File: config.mk
export PLATFORM = sky130hd
export DESIGN_NAME = stop_mode_power_control
export DESIGN_NICKNAME = d
export VERILOG_FILES = /design/src/stop_mode_pkg.sv /design/src/pin_sync.sv /design/src/power_ctl_reg.sv /design/src/stop_mode_power_control.sv
export VERILOG_INCLUDE_DIRS = /design/src
export SDC_FILE = /design/constraint.sdc
export NUM_CORES = 1
export LEC_CHECK = 0
export ABC_CLOCK_PERIOD_IN_PS = 4430
export BUFFER_PORTS_ARGS = -buffer_cell sky130_fd_sc_hd__buf_2
export CORE_MARGIN = 2
export CORE_UTILIZATION = 44
export DETAILED_ROUTE_END_ITERATION = 6
export PLACE_DENSITY = 0.82
export SETUP_SLACK_MARGIN = 0.05
export SLEW_MARGIN = 30
export SYNTH_ARGS = -nofsm -noshare
export SYNTH_HDL_FRONTEND = slang
export SYNTH_SLANG_ARGS = --single-unit
File: constraint.sdc
create_clock -name clock -period 4.43 [get_ports clock]
set_input_delay 0.886 -clock clock [delete_from_list [all_inputs] [get_ports clock]]
set_output_delay 0.886 -clock clock [all_outputs]
set_load 0.05 [all_outputs]
File: src/stop_mode_consts.svh
`ifndef STOP_MODE_CONSTS_SVH
`define STOP_MODE_CONSTS_SVH
`define POWER_CONTROL_0_ADDR 12'hF80
`define POWER_CONTROL_0_RESET 8'h80
`define LPO_DISABLE_BIT 7
`define BROWNOUT_DISABLE_BIT 4
`define TEMP_DISABLE_BIT 3
`define ADC_DISABLE_BIT 2
`define COMP_DISABLE_BIT 1
`define POWER_CONTROL_0_WMASK 8'h9E
`endif

File: src/stop_mode_pkg.sv
package stop_mode_pkg;
  typedef enum logic [1:0] {
    PWR_ACTIVE = 2'b00,
    PWR_STOP = 2'b01,
    PWR_RECOVER = 2'b11
  } power_state_t;
endpackage

File: src/pin_sync.sv
`timescale 1ns/1ns
// Three-stage synchroniser; output changes once stages two and three agree.
module pin_sync
  import stop_mode_pkg::*;
(
  input wire logic clock,
  input wire logic reset,
  input wire logic pinIn,
  output logic pinOut
);
  typedef struct packed {
    logic s1;
    logic s2;
    logic s3;
    logic out;
  } sync_state_t;
  sync_state_t st;
  sync_state_t next_st;

  // Next-state logic; stage one is read only by stage two.
  always_comb begin
    next_st = st;
    next_st.s1 = pinIn;
    next_st.s2 = st.s1;
    next_st.s3 = st.s2;
    if (st.s2 == st.s3) begin
      next_st.out = st.s3;
    end
  end

  // State register.
  always_ff @(posedge clock) begin
    if (reset) begin
      st <= '0;
    end else begin
      st <= next_st;
    end
  end

  assign pinOut = st.out;
endmodule

File: src/power_ctl_reg.sv
`timescale 1ns/1ns
`include "stop_mode_consts.svh"
// Power control register, set to 8'h80 only by power-on reset.
module power_ctl_reg
  import stop_mode_pkg::*;
(
  input wire logic clock,
  input wire logic powerOnReset,
  input wire logic [11:0] address,
  input wire logic [7:0] writeData,
  input wire logic writeStrobe,
  input wire logic readStrobe,
  output logic [7:0] readData,
  output logic [7:0] powerControl
);
  typedef struct packed {
    logic [7:0] ctl;
    logic [7:0] rdata;
  } reg_state_t;
  reg_state_t st;
  reg_state_t next_st;

  // Decode and update; reserved bits always read as zero.
  always_comb begin
    next_st = st;
    next_st.rdata = 8'h00;
    if (writeStrobe && address == `POWER_CONTROL_0_ADDR) begin
      next_st.ctl = writeData & `POWER_CONTROL_0_WMASK;
    end
    if (readStrobe && address == `POWER_CONTROL_0_ADDR) begin
      next_st.rdata = st.ctl;
    end
  end

  // Only the power-on reset loads the 8'h80 reset value into this register; system resets do not.
  always_ff @(posedge clock) begin
    if (powerOnReset) begin
      st <= {`POWER_CONTROL_0_RESET, 8'h00};
    end else begin
      st <= next_st;
    end
  end

  assign readData = st.rdata;
  assign powerControl = st.ctl;
endmodule

File: src/stop_mode_power_control.sv
// Added by the designer: the address-and-strobe port.
`timescale 1ns/1ns
`include "stop_mode_consts.svh"
module stop_mode_power_control
  import stop_mode_pkg::*;
(
  input wire logic clock,
  input wire logic reset,
  input wire logic powerOnReset,
  input wire logic [11:0] address,
  input wire logic [7:0] writeData,
  input wire logic writeStrobe,
  input wire logic readStrobe,
  output logic [7:0] readData,
  input wire logic sleepExecute,
  input wire logic recoveryRequest,
  input wire logic recoveryDone,
  input wire logic crystalEnable,
  input wire logic sharedPinOscSelect,
  input wire logic watchdogOscEnable,
  input wire logic watchdogEnable,
  input wire logic brownout_always_on_option,
  input wire logic ampEnableLocal,
  input wire logic tempEnableLocal,
  input wire logic adcEnableLocal,
  input wire logic compEnableLocal,
  input wire logic peripheralEnableLocal,
  output logic stopActive,
  output logic systemClockEnable,
  output logic cpuRun,
  output logic crystalOscRun,
  output logic precisionOscRun,
  output logic crystalPinsEnable,
  output logic sharedPinsToGpio,
  output logic watchdogOscRun,
  output logic watchdogRun,
  output logic brownoutActive,
  output logic lowpowerAmpRun,
  output logic tempSensorRun,
  output logic adcRun,
  output logic compRun,
  output logic peripheralRun
);
  typedef struct packed {
    power_state_t mode;
    logic [13:0] outs;
    logic periph;
  } top_state_t;
  top_state_t st;
  top_state_t next_st;
  logic [7:0] powerControl;
  logic [7:0] regReadData;
  logic optionSync;
  logic lowpower_amp_disable;
  logic brownout_disable;
  logic inStop;

  // ***************************************************************
  // Register and option-pin input
  // ***************************************************************
  power_ctl_reg regs (
    .clock(clock),
    .powerOnReset(powerOnReset),
    .address(address),
    .writeData(writeData),
    .writeStrobe(writeStrobe),
    .readStrobe(readStrobe),
    .readData(regReadData),
    .powerControl(powerControl)
  );

  // The option bit comes from the nonvolatile store, outside this clock domain.
  pin_sync optionSyncer (
    .clock(clock),
    .reset(reset),
    .pinIn(brownout_always_on_option),
    .pinOut(optionSync)
  );

  assign lowpower_amp_disable = powerControl[`LPO_DISABLE_BIT];
  assign brownout_disable = powerControl[`BROWNOUT_DISABLE_BIT];

  // ***************************************************************
  // Mode sequencing and block enables
  // ***************************************************************
  // Recovery is a separate step so that stop cannot end on a stray sleep or write.
  always_comb begin
    next_st = st;
    case (st.mode)
      PWR_ACTIVE: begin
        if (sleepExecute) begin
          next_st.mode = PWR_STOP;
        end
      end
      PWR_STOP: begin
        if (recoveryRequest) begin
          next_st.mode = PWR_RECOVER;
        end
      end
      PWR_RECOVER: begin
        if (recoveryDone) begin
          next_st.mode = PWR_ACTIVE;
        end
      end
      default: begin
        next_st.mode = PWR_ACTIVE;
      end
    endcase
    inStop = (next_st.mode != PWR_ACTIVE);
    next_st.outs[0] = inStop;
    next_st.outs[1] = !inStop;
    next_st.outs[2] = !inStop;
    next_st.outs[3] = !inStop && crystalEnable;
    next_st.outs[4] = !inStop;
    next_st.outs[5] = !inStop && crystalEnable;
    next_st.outs[6] = inStop || !sharedPinOscSelect;
    next_st.outs[7] = watchdogOscEnable;
    next_st.outs[8] = watchdogEnable && watchdogOscEnable;
    // Brownout needs both the register and the always-on option; in stop the option gates it.
    next_st.outs[9] = !brownout_disable && optionSync;
    // The amplifier is steered by its disable bit and its local enable, in either mode.
    next_st.outs[10] = !lowpower_amp_disable && ampEnableLocal;
    next_st.outs[11] = !inStop && tempEnableLocal && !powerControl[`TEMP_DISABLE_BIT];
    next_st.outs[12] = !inStop && adcEnableLocal && !powerControl[`ADC_DISABLE_BIT];
    next_st.outs[13] = !inStop && compEnableLocal && !powerControl[`COMP_DISABLE_BIT];
    // Every other peripheral idles whenever the device is stopped or recovering.
    next_st.periph = peripheralEnableLocal && !inStop;
  end

  // State register; system reset returns to active with every block off until enables settle.
  always_ff @(posedge clock) begin
    if (reset) begin
      st <= '0;
    end else begin
      st <= next_st;
    end
  end

  // Read data comes straight from the register block's flop, so it stands in the cycle after the read only.
  assign readData = regReadData;
  assign stopActive = st.outs[0];
  assign systemClockEnable = st.outs[1];
  assign cpuRun = st.outs[2];
  assign crystalOscRun = st.outs[3];
  assign precisionOscRun = st.outs[4];
  assign crystalPinsEnable = st.outs[5];
  assign sharedPinsToGpio = st.outs[6];
  assign watchdogOscRun = st.outs[7];
  assign watchdogRun = st.outs[8];
  assign brownoutActive = st.outs[9];
  assign lowpowerAmpRun = st.outs[10];
  assign tempSensorRun = st.outs[11];
  assign adcRun = st.outs[12];
  assign compRun = st.outs[13];
  assign peripheralRun = st.periph;
endmodule

# After elaboration in Yosys (flattened, before gate mapping)
# Cells that the tools add are included.
[op_classes]
n_bitwise = 1
mux = 4
eq_ne = 4
reduce_logical = 24
[op_table]
columns = ["cell", "n"]
rows = [
  ["$logic_and A1 B1 Y1", 13],
  ["$eq A12 B12 Y1 const B", 1],
  ["$logic_not A1 Y1", 7],
  ["$mux W2", 3],
  ["$pmux W2 S3", 1],
  ["$eq A2 B1 Y1 const B", 1],
  ["$eq A2 B2 Y1 const B", 1],
  ["$logic_not A2 Y1", 1],
  ["$reduce_bool A2 Y1", 1],
  ["$reduce_or A2 Y1", 1],
  ["$eq A1 B1 Y1", 1],
  ["$logic_or A1 B1 Y1", 1],
  ["$not A1 Y1", 1],
]
[totals]
ff_bits = 31
inputBits = 38
word_cells = 42
out_inout_bits = 23

# Longest topological paths before layout
# Gate-level depths: netlist of the first run.
[depth]
word_depth = 6
depth_mapped = 3
mapped_depth_nobuf = 3

# Cells and area by module
# Synthesis of the first run repeated with hierarchy kept, for this count alone.
[hier_totals]
cells_unflattened = 97
hier_area_um2 = 1087.3
[modules_own_cells]
columns = ["mod", "area_per_inst_um2", "instances", "cells_each", "seq_area_each_um2"]
rows = [
  ["stop_mode_power_control", 508.0, 1, 42, 280.3],
  ["power_ctl_reg", 466.7, 1, 45, 200.2],
  ["pin_sync", 112.6, 1, 10, 80.1],
]

# Worst setup path after synthesis of the first run
# OpenSTA, ideal clock, no wires.
[synth_timing]
path_kind = "input -> register"
from = "input address[5]"
to = "register regs.st (netlist bit regs.powerControl[1])"
setup_ns = 0.072
path_stages = 3
path_buffers = 0
required_time_ns = 4.358
path_slack_ns = 2.321
arrival_ns = 2.037
cell_sequence = "or4b_4 -> nor4_4 -> mux2i_1"
[synth_via]
elab_chain_cells = 2
[synth_lines]
columns = ["item", "line_no", "rtl"]
rows = [
  ["start, declared", "stop_mode_power_control.sv:10", "input wire logic [11:0] address,"],
  ["$eq A12 B12 Y1 (no line)", "--", ""],
  ["$logic_and A1 B1 Y1 (no line)", "--", ""],
  ["end signal, assigned", "power_ctl_reg.sv:38", "st <= {`POWER_CONTROL_0_RESET, 8'h00};"],
  ["end signal, assigned", "power_ctl_reg.sv:40", "st <= next_st;"],
  ["end, declared", "power_ctl_reg.sv:20", "reg_state_t st;"],
]
# Every way passes these cells.
# A chain may end at the register's enable or synchronous reset.

# Final worst setup path of the first run
[layout_timing]
from = "input address[5]"
to = "register regs.st (netlist bit regs.powerControl[4])"
# The elaborated chain is that of the path after synthesis.

==> summary.txt, run 1 <==
Run status
  • Status: completed

Timing
  • Period minus WS final: around 2000 ps
  • Final setup vio count: 0
  • RSZ-0062 raised after global routing: false
  • Fmax achieved: roughly 500 MHz
  • Fin. Hold Viols: 0
  • Setup TNS: 0 ps
  • Slew of the pin with the lowest slew margin: about 500 ps
  • Fin. max-slew vios: 0
  • Final critical-path share of the clock period: 0.449
  • Slew HR: 0.659
  • Layout Skew: 4.74 ps

Power and ir drop
  • Total power: 0.443 mW
  • PwrDens: between 300 and 400 mW/mm²
  • Leakage Power: approximately 0.62 nW
  • Peak VDD IR: 0.208 mV

Yosys
  • Mux cell area share after synthesis: 0.0611
  • YS warnings: 0
  • Top cells by area, synth: dfxtp_1, mux2i_1, nand2b_1
  • Synthesized instance count: 89
  • Simple-gate portion of the synthesized area: 0.275
  • Yosys cell types: 21
  • Syn Std Cell Area: roughly 980 µm²
  • Post-synth EDFFs: 0
  • Top-count cell post-synth: dfxtp_1
  • Asr flop ratio synth: 0
  • Main combinational cell family by area after synthesis: simple AND/OR/NAND/NOR gates
  • Flops & latches, synth: 28
  • Cell type with the largest total area after synthesis: dfxtp_1
  • Adder-Cell Fraction of Synth Area: 0
  • Mean Syn Cell Area: ~11 µm²
  • Register area share after synthesis: 0.571
  • Synth Area in Compound Gates: 0.0280
  • Synth Flop Type: dfxtp_1
  • Post-Synth XOR/XNOR Area: 0
  • Synth top cells by count: dfxtp_1, nand2b_1, and2_1
  • Synth top area share: 0.571

Critical path
  • Required time of the worst setup path: 4690 ps
  • Setup slack, reg-to-reg: roughly 3200 ps
  • CP max FO: 5
  • Crit end category: register
  • Reg2Reg Launch Point: st[16]
  • Arrival time worst endpoint: 2250 ps
  • CP Class: in -> reg
  • Worst flop-to-flop path endpoint: compRun
  • Critical path launch point type: input pin
  • R2R cell count: 3

Layout
  • Final net count: 180
  • N_diodes: 0
  • Share of cells above drive strength 1: 0.433
  • Fillers: 214
  • Layout area overhead: 30.2%

Routing
  • Total Wirelength: 1760 µm
  • Wire per inst: ~10 µm
  • DRC: 0
  • Drt first pass iters: 4
  • Detailed-route via count: 772
  • Post-DRT Antenna Nets: 0
  • DR vias/cell: ~4.6
  • Starting DRC count in detailed routing: 5

Clock tree
  • Clk sinks: 28
  • Post-CTS Setup Repair Bufs: 0
  • Clock Tree Buf Depth: 2
  • CTS tree: done
  • Hold bufs inserted after CTS: 0
  • CTS buffer count: 3
  • Clock latency on the worst-skew pair: between 300 and 400 ps
  • Post-cts repair resize count: 0
  • Clock slew at reported path FFs: 140 ps
  • Root Driver: clkbuf_4
  • Number of H-tree levels: 1

Global routing
  • GRT overflow: 0
  • Pin count of the biggest net entering global routing: 16
  • GRT Total Usage: 0.147
  • First-pass GRT wire length: about 2800 µm
  • Vias in the first global route: 747
  • Initial antenna violation count: 0

Worst hold path
  • Worst hold path class: reg -> reg
  • Worst Hold Launch: regs.powerControl[7]
  • Worst hold endpoint: lowpowerAmpRun
  • WHS Path Cells: 1

Floorplan
  • # rows: 17
  • Starting Density: 0.453
  • Die area: 0.00263 mm²
  • DIE HEIGHT: 51.2 µm
  • Core Box Area: 0.00217 mm²
  • Die width: slightly above 50 µm
  • I/O pin count: between 60 and 70

Placed design
  • HPWL Detailed: between 1000 and 1500 µm
  • Final Wtd Congestion: around 0.66
  • Port Buf Inserts: 54

Run
  • Max-cap violation count: 0
-- kinds of logic (layout without fill, tap and decap cells) --
group / after synthesis / after routing
and+or+nand+nor: 39 / 39
DFF: 28 / 28
buffers and inverters: 10 / 60
muxes: 6 / 6
AOI/OAI and AO/OA: 5 / 5
other: 1 / 3
-- worst max path at each step --
stage	start	end	slack, ps	cells past startpoint
after detailed placement	address[5]	regs.powerControl[7]	2090	4
after floorplan	address[5]	regs.powerControl[1]	2320	3
after CTS	address[5]	regs.powerControl[4]	2430	4
final	address[5]	regs.powerControl[4]	2440	4
after global routing	address[5]	regs.powerControl[4]	2370	4
after global placement	address[5]	regs.powerControl[2]	2150	4
-- layer usage --
layer  GRT usage  vias to the layer above  share of wire
met1       0.142                      337           0.36
met3      0.0322                        4          0.097
met2       0.288                       43           0.52
met4      0.0746                        0          0.016
met5           0                        -              0
li1            -                      388              -
-- worst max-delay path, cell delays in order --
cell	delay [ps]
buf_2	90
or4b_4	550
nor4_4	470
mux2i_1	240
-- placed cells by master, fill, tap and decap left out, drive strengths merged --
cell type,n
and3b,3
nor4,2
buf,54
o21ai,1
a211oi,1
mux2i,6
nor3b,3
conb,3
dfxtp,28
nor2b,5
clkbuf,4
inv,2
and2,8
nand4,1
or4,1
a21oi,3
or4b,1
nor2,4
nand2b,9
nand2,2
-- per-stage QoR --
stage	utilization	area (µm²)	hold WS (ps)	setup WS, ps	cells
after floorplan	-	990	413	2320	91
after global placement	0.573	1240	424	2150	165
after detailed placement	0.573	1240	440	2090	165
after CTS	0.589	1280	463	2430	169
after global routing	0.589	1280	491	2370	169
final	0.589	1280	457	2440	169
-- registers in the layout (all words and copies together), names as in the netlist --
signal / flops
adcRun: 1
brownoutActive: 1
compRun: 1
crystalPinsEnable: 1
lowpowerAmpRun: 1
optionSyncer.next_st: 2
optionSyncer.pinOut: 1
optionSyncer.st: 1
peripheralRun: 1
precisionOscRun: 1
regs.powerControl: 5
regs.readData: 5
sharedPinsToGpio: 1
st: 2
stopActive: 1
tempSensorRun: 1
watchdogOscRun: 1
watchdogRun: 1
-- cell type report --
class,instances,area (µm²),share of cell area
clock buffer,4,36.3,0.0284
inverter,2,7.51,0.00587
multi-input combinational,53,369,0.289
sequential,28,561,0.438
tap,28,35.0,0.0274
timing repair buffer,54,270,0.211
-- where the power goes --
| group | internal (mW) | switching, mW |
|---|---|---|
| Sequential | 0.259 | 0.00252 |
| Clock | 0.0502 | 0.0685 |
| Combinational | 0.0213 | 0.0415 |
No activity file was read; power rests on OpenSTA's default activity.
==> inputs of run 2 (changes only) <==
Settings changed: ABC_CLOCK_PERIOD_IN_PS 4430 to 1690, CORE_UTILIZATION 44 to 37, PLACE_DENSITY 0.82 to 0.74.
Clock period 4.43 ns to 1.69 ns, I/O delays scaled along.
==> summary.txt, run 2 (synthesized netlist as in run 1, its figures left out) <==
Timing
  • Layout Skew: 5.25 ps
  • RSZ-0062 raised after global routing: false
  • Fmax achieved: 739 MHz
  • Period minus WS final: around 1400 ps
  • Slew of the pin with the lowest slew margin: about 540 ps
  • Final setup vio count: 0
  • Fin. Hold Viols: 0
  • Slew HR: 0.638
  • Final critical-path share of the clock period: 0.801
  • Min Hold Slack: about 180 ps
  • Fin. max-slew vios: 0

Critical path
  • Crit-path leading delay family: simple AND/OR/NAND/NOR gates
  • CP Cell Sequence: buf_2, or4b_4, nor4_4, buf_4, mux2i_1
  • Arrival time worst endpoint: 1590 ps
  • Number of buffers and inverters on the critical path: 2
  • Critical path launch point type: input pin
  • Required time of the worst setup path: between 1500 and 2000 ps
  • CP Class: in -> reg
  • CP max FO: 5
  • CP max-delay cell: or4b_4
  • Slowest stage delay, CP: between 500 and 600 ps
  • Crit end category: register

Routing
  • Drt first pass iters: 4
  • Detailed-route via count: 736
  • Starting DRC count in detailed routing: 19
  • Post-DRT Antenna Nets: 0
  • Total Wirelength: ~1700 µm
  • DR vias/cell: 4.30
  • DRC: 0
  • Wire per inst: roughly 10 µm

Clock tree
  • Clk sinks: 28
  • Hold bufs inserted after CTS: 0
  • Number of H-tree levels: 1
  • CTS tree: done
  • Clock latency on the worst-skew pair: slightly above 300 ps
  • CTS buffer count: 3
  • Root Driver: clkbuf_4
  • Clock Tree Buf Depth: 2
  • Post-CTS Setup Repair Bufs: 0
  • Clock slew at reported path FFs: around 120 ps
  • Post-cts repair resize count: 0

Power and ir drop
  • PwrDens: ~860 mW/mm²
  • Peak VDD IR: between 0.6 and 0.7 mV
  • Leakage Power: about 0.62 nW

Placed design
  • HPWL Detailed: approximately 1500 µm
  • Placed instance count: between 150 and 200
  • Port Buf Inserts: between 50 and 60
  • Final Wtd Congestion: slightly below 0.7

Global routing
  • GRT Total Usage: 0.114
  • Pin count of the biggest net entering global routing: 15
  • GRT overflow: 0
  • Initial antenna violation count: 0
  • First-pass GRT wire length: 2860 µm
  • Vias in the first global route: about 680

Layout
  • N_diodes: 0
  • Final non-filler cell total: 171
  • Most common cell after layout, fill and taps aside: buf_2
  • Commonest non-fill, non-tap cells in the layout: buf_2, dfxtp_1, nand2b_1
  • Multi-input gate area: roughly 370 µm²
  • Final net count: about 180
  • Util after Layout: 0.510
  • Share of cells above drive strength 1: 0.433
  • Sequential Area: around 560 µm²
  • Fillers: about 230
  • Layout area overhead: 29.8%

Worst hold path
  • Worst hold path class: in -> reg

Run status
  • Status: completed

Floorplan
  • DIE HEIGHT: approximately 56 µm
  • Starting Density: 0.393
  • I/O pin count: between 60 and 70
  • Die area: 0.00308 mm²
  • # rows: 18
  • Die width: 55.5 µm
  • Core Box Area: between 0.002 and 0.0025 mm²

Run
  • Max-cap violation count: 0
==> run 2: report_power, final <==
group | switching (mW) | internal [mW]
logic | 0.109 | 0.0557
registers | 0.00597 | 0.678
clock network | 0.168 | 0.0832
==> run 2: layer usage <==
metal	routed length, µm	up-vias	track usage
li1	-	386	-
met1	690	318	0.130
met2	863	30	0.192
met3	140	2	0.0328
met4	22	0	0.0627
met5	0	-	0
==> run 2: area by class of cell <==
type | instances | share of cell area
timing repair buffer | 55 | 0.218
tap | 30 | 0.0294
sequential | 28 | 0.440
clock buffer | 3 | 0.0177
inverter | 2 | 0.00589
multi-input combinational | 53 | 0.290
==> run 2: through the flow <==
| stage | total power [mW] | setup TNS [ps] | area [µm²] | setup WS (ps) |
|---|---|---|---|---|
| after floorplan | 0.818 | 0 | 990 | 129 |
| final | 1.10 | 0 | 1270 | 337 |
| after global placement | 0.861 | 0 | 1250 | 48.2 |
| after detailed placement | 0.865 | -1.94 | 1250 | -1.94 |
| after CTS | 1.12 | 0 | 1270 | 326 |
| after global routing | 1.15 | 0 | 1270 | 256 |
==> run 2: path summary, 6_finish.rpt <==
path	from	to	slack (ps)	cells past startpoint
max reg2reg	st[16]	compRun	440	3
min	sharedPinOscSelect	sharedPinsToGpio	180	2
max	address[5]	regs.powerControl[4]	340	5
min reg2reg	optionSyncer.next_st[2]	optionSyncer.next_st[1]	460	1
==> inputs of run 3 (changes only) <==
Settings changed: ABC_CLOCK_PERIOD_IN_PS 1690 to 1300, CORE_UTILIZATION 37 to 41, PLACE_DENSITY 0.74 to 0.77.
Clock period 1.69 ns to 1.3 ns, I/O delays scaled along.
==> summary.txt, run 3 (synthesized netlist as in run 1, its figures left out) <==
Run status
  • Status: completed

Clock tree
  • CTS tree: done
  • CTS buffer count: 3
  • Root Driver: clkbuf_4
  • Clock slew at reported path FFs: 130 ps
  • Clock Tree Buf Depth: 2
  • Clock latency on the worst-skew pair: a little over 300 ps
  • Clk sinks: 28
  • Hold bufs inserted after CTS: 0
  • Number of H-tree levels: 1

Critical path
  • Crit-path leading delay family: simple AND/OR/NAND/NOR gates
  • Critical path launch point type: input pin
  • CP Class: in -> reg
  • Number of buffers and inverters on the critical path: 2
  • Setup slack, reg-to-reg: 220 ps
  • Required time of the worst setup path: 1550 ps
  • CP Cell Sequence: buf_6, or4_4, nor4_4, buf_4, mux2i_2
  • Arrival time worst endpoint: around 1500 ps
  • CP max FO: 5
  • CP max-delay cell: or4_4
  • Crit end category: register
  • Slowest stage delay, CP: roughly 550 ps

Global routing
  • GRT overflow: 0
  • Initial antenna violation count: 0
  • GRT Total Usage: 0.128
  • Pin count of the biggest net entering global routing: 15
  • First-pass GRT wire length: around 2500 µm
  • Vias in the first global route: 649

Timing
  • Layout Skew: 5.88 ps
  • Fin. max-slew vios: 0
  • Fmax achieved: 801 MHz
  • Period minus WS final: between 1000 and 1500 ps
  • Final setup vio count: 0
  • Final critical-path share of the clock period: 0.960
  • Setup TNS: 0 ps
  • Fin. Hold Viols: 0
  • RSZ-0062 raised after global routing: true
  • Worst setup margin: a little over 50 ps

Floorplan
  • Die width: about 53 µm
  • I/O pin count: 61
  • DIE HEIGHT: about 53 µm
  • Starting Density: 0.440
  • Core Box Area: between 0.002 and 0.0025 mm²
  • Die area: approximately 0.0028 mm²
  • # rows: 17

Layout
  • N_diodes: 0
  • Share of cells above drive strength 1: 0.458
  • Layout area overhead: 33.8%
  • Most common cell after layout, fill and taps aside: buf_2
  • Fillers: around 200
  • Design area: ~0.0013 mm²
  • Final net count: 184
  • Commonest non-fill, non-tap cells in the layout: buf_2, dfxtp_1, nand2b_1

Power and ir drop
  • Leakage Power: around 0.64 nW
  • Peak VDD IR: just under 0.7 mV
  • Total power: 1.44 mW
  • PwrDens: around 1100 mW/mm²

Routing
  • Total Wirelength: 1800 µm
  • Wire per inst: roughly 10 µm
  • Post-DRT Antenna Nets: 0
  • DR vias/cell: between 4 and 5
  • Detailed-route via count: around 740
  • Drt first pass iters: 3
  • Starting DRC count in detailed routing: 6
  • DRC: 0

Placed design
  • Post-place setup slack: -287 ps
  • Port Buf Inserts: between 50 and 60
  • HPWL Detailed: between 1500 and 2000 µm
  • Final Wtd Congestion: 0.627
  • Post-DP Area: 0.00126 mm²

Worst hold path
  • Worst hold path class: in -> reg

Run
  • Max-cap violation count: 0
run 3: layout make-up:
class / count / area, µm² / area share
Tap cell: 28 / 35.0 / 0.0267
Sequential cell: 28 / 561 / 0.427
Clock buffer: 3 / 22.5 / 0.0171
Inverter: 2 / 7.51 / 0.00571
Timing Repair Buffer: 58 / 312 / 0.237
Multi-Input combinational cell: 53 / 377 / 0.287
run 3: report_power, final:
part           internal, mW  switching, mW
Sequential            0.882        0.00778
Clock                 0.108          0.222
Combinational        0.0796          0.144
Total                  1.07          0.373
run 3: worst register-to-register path, stage by stage, from the launching register on:
cell and delay [ps]:
dfxtp_1 390, nand2_1 80, a211oi_1 230, buf_4 160
and3b_1 160
run 3: metrics by stage:
step	instances	hold slack (ps)	utilization
final	172	101	0.588
after global routing	172	93.1	0.588
after CTS	171	89.3	0.576
after detailed placement	168	425	0.566
after global placement	168	424	0.566
after floorplan	91	339	-
run 3: worst paths after layout:
kind | start | to | depth (start not counted)
max | address[2] | regs.powerControl[2] | 5
min | sharedPinOscSelect | sharedPinsToGpio | 2
max reg2reg | st[16] | adcRun | 4
min reg2reg | optionSyncer.next_st[2] | optionSyncer.next_st[1] | 1
run 3: what timing repair did:
action                                  in CTS  in global routing
endpoints found under the setup margin       0                  8
resized for setup                            0                  5
setup buffers                                0                  1
run 3: layer usage:
metal | GRT usage | vias to the layer above | routed length [µm]
li1 | - | 393 | -
met1 | 0.132 | 316 | 688
met2 | 0.231 | 31 | 944
met3 | 0.0311 | 2 | 146
met4 | 0.0769 | 0 | 19
met5 | 0 | - | 0
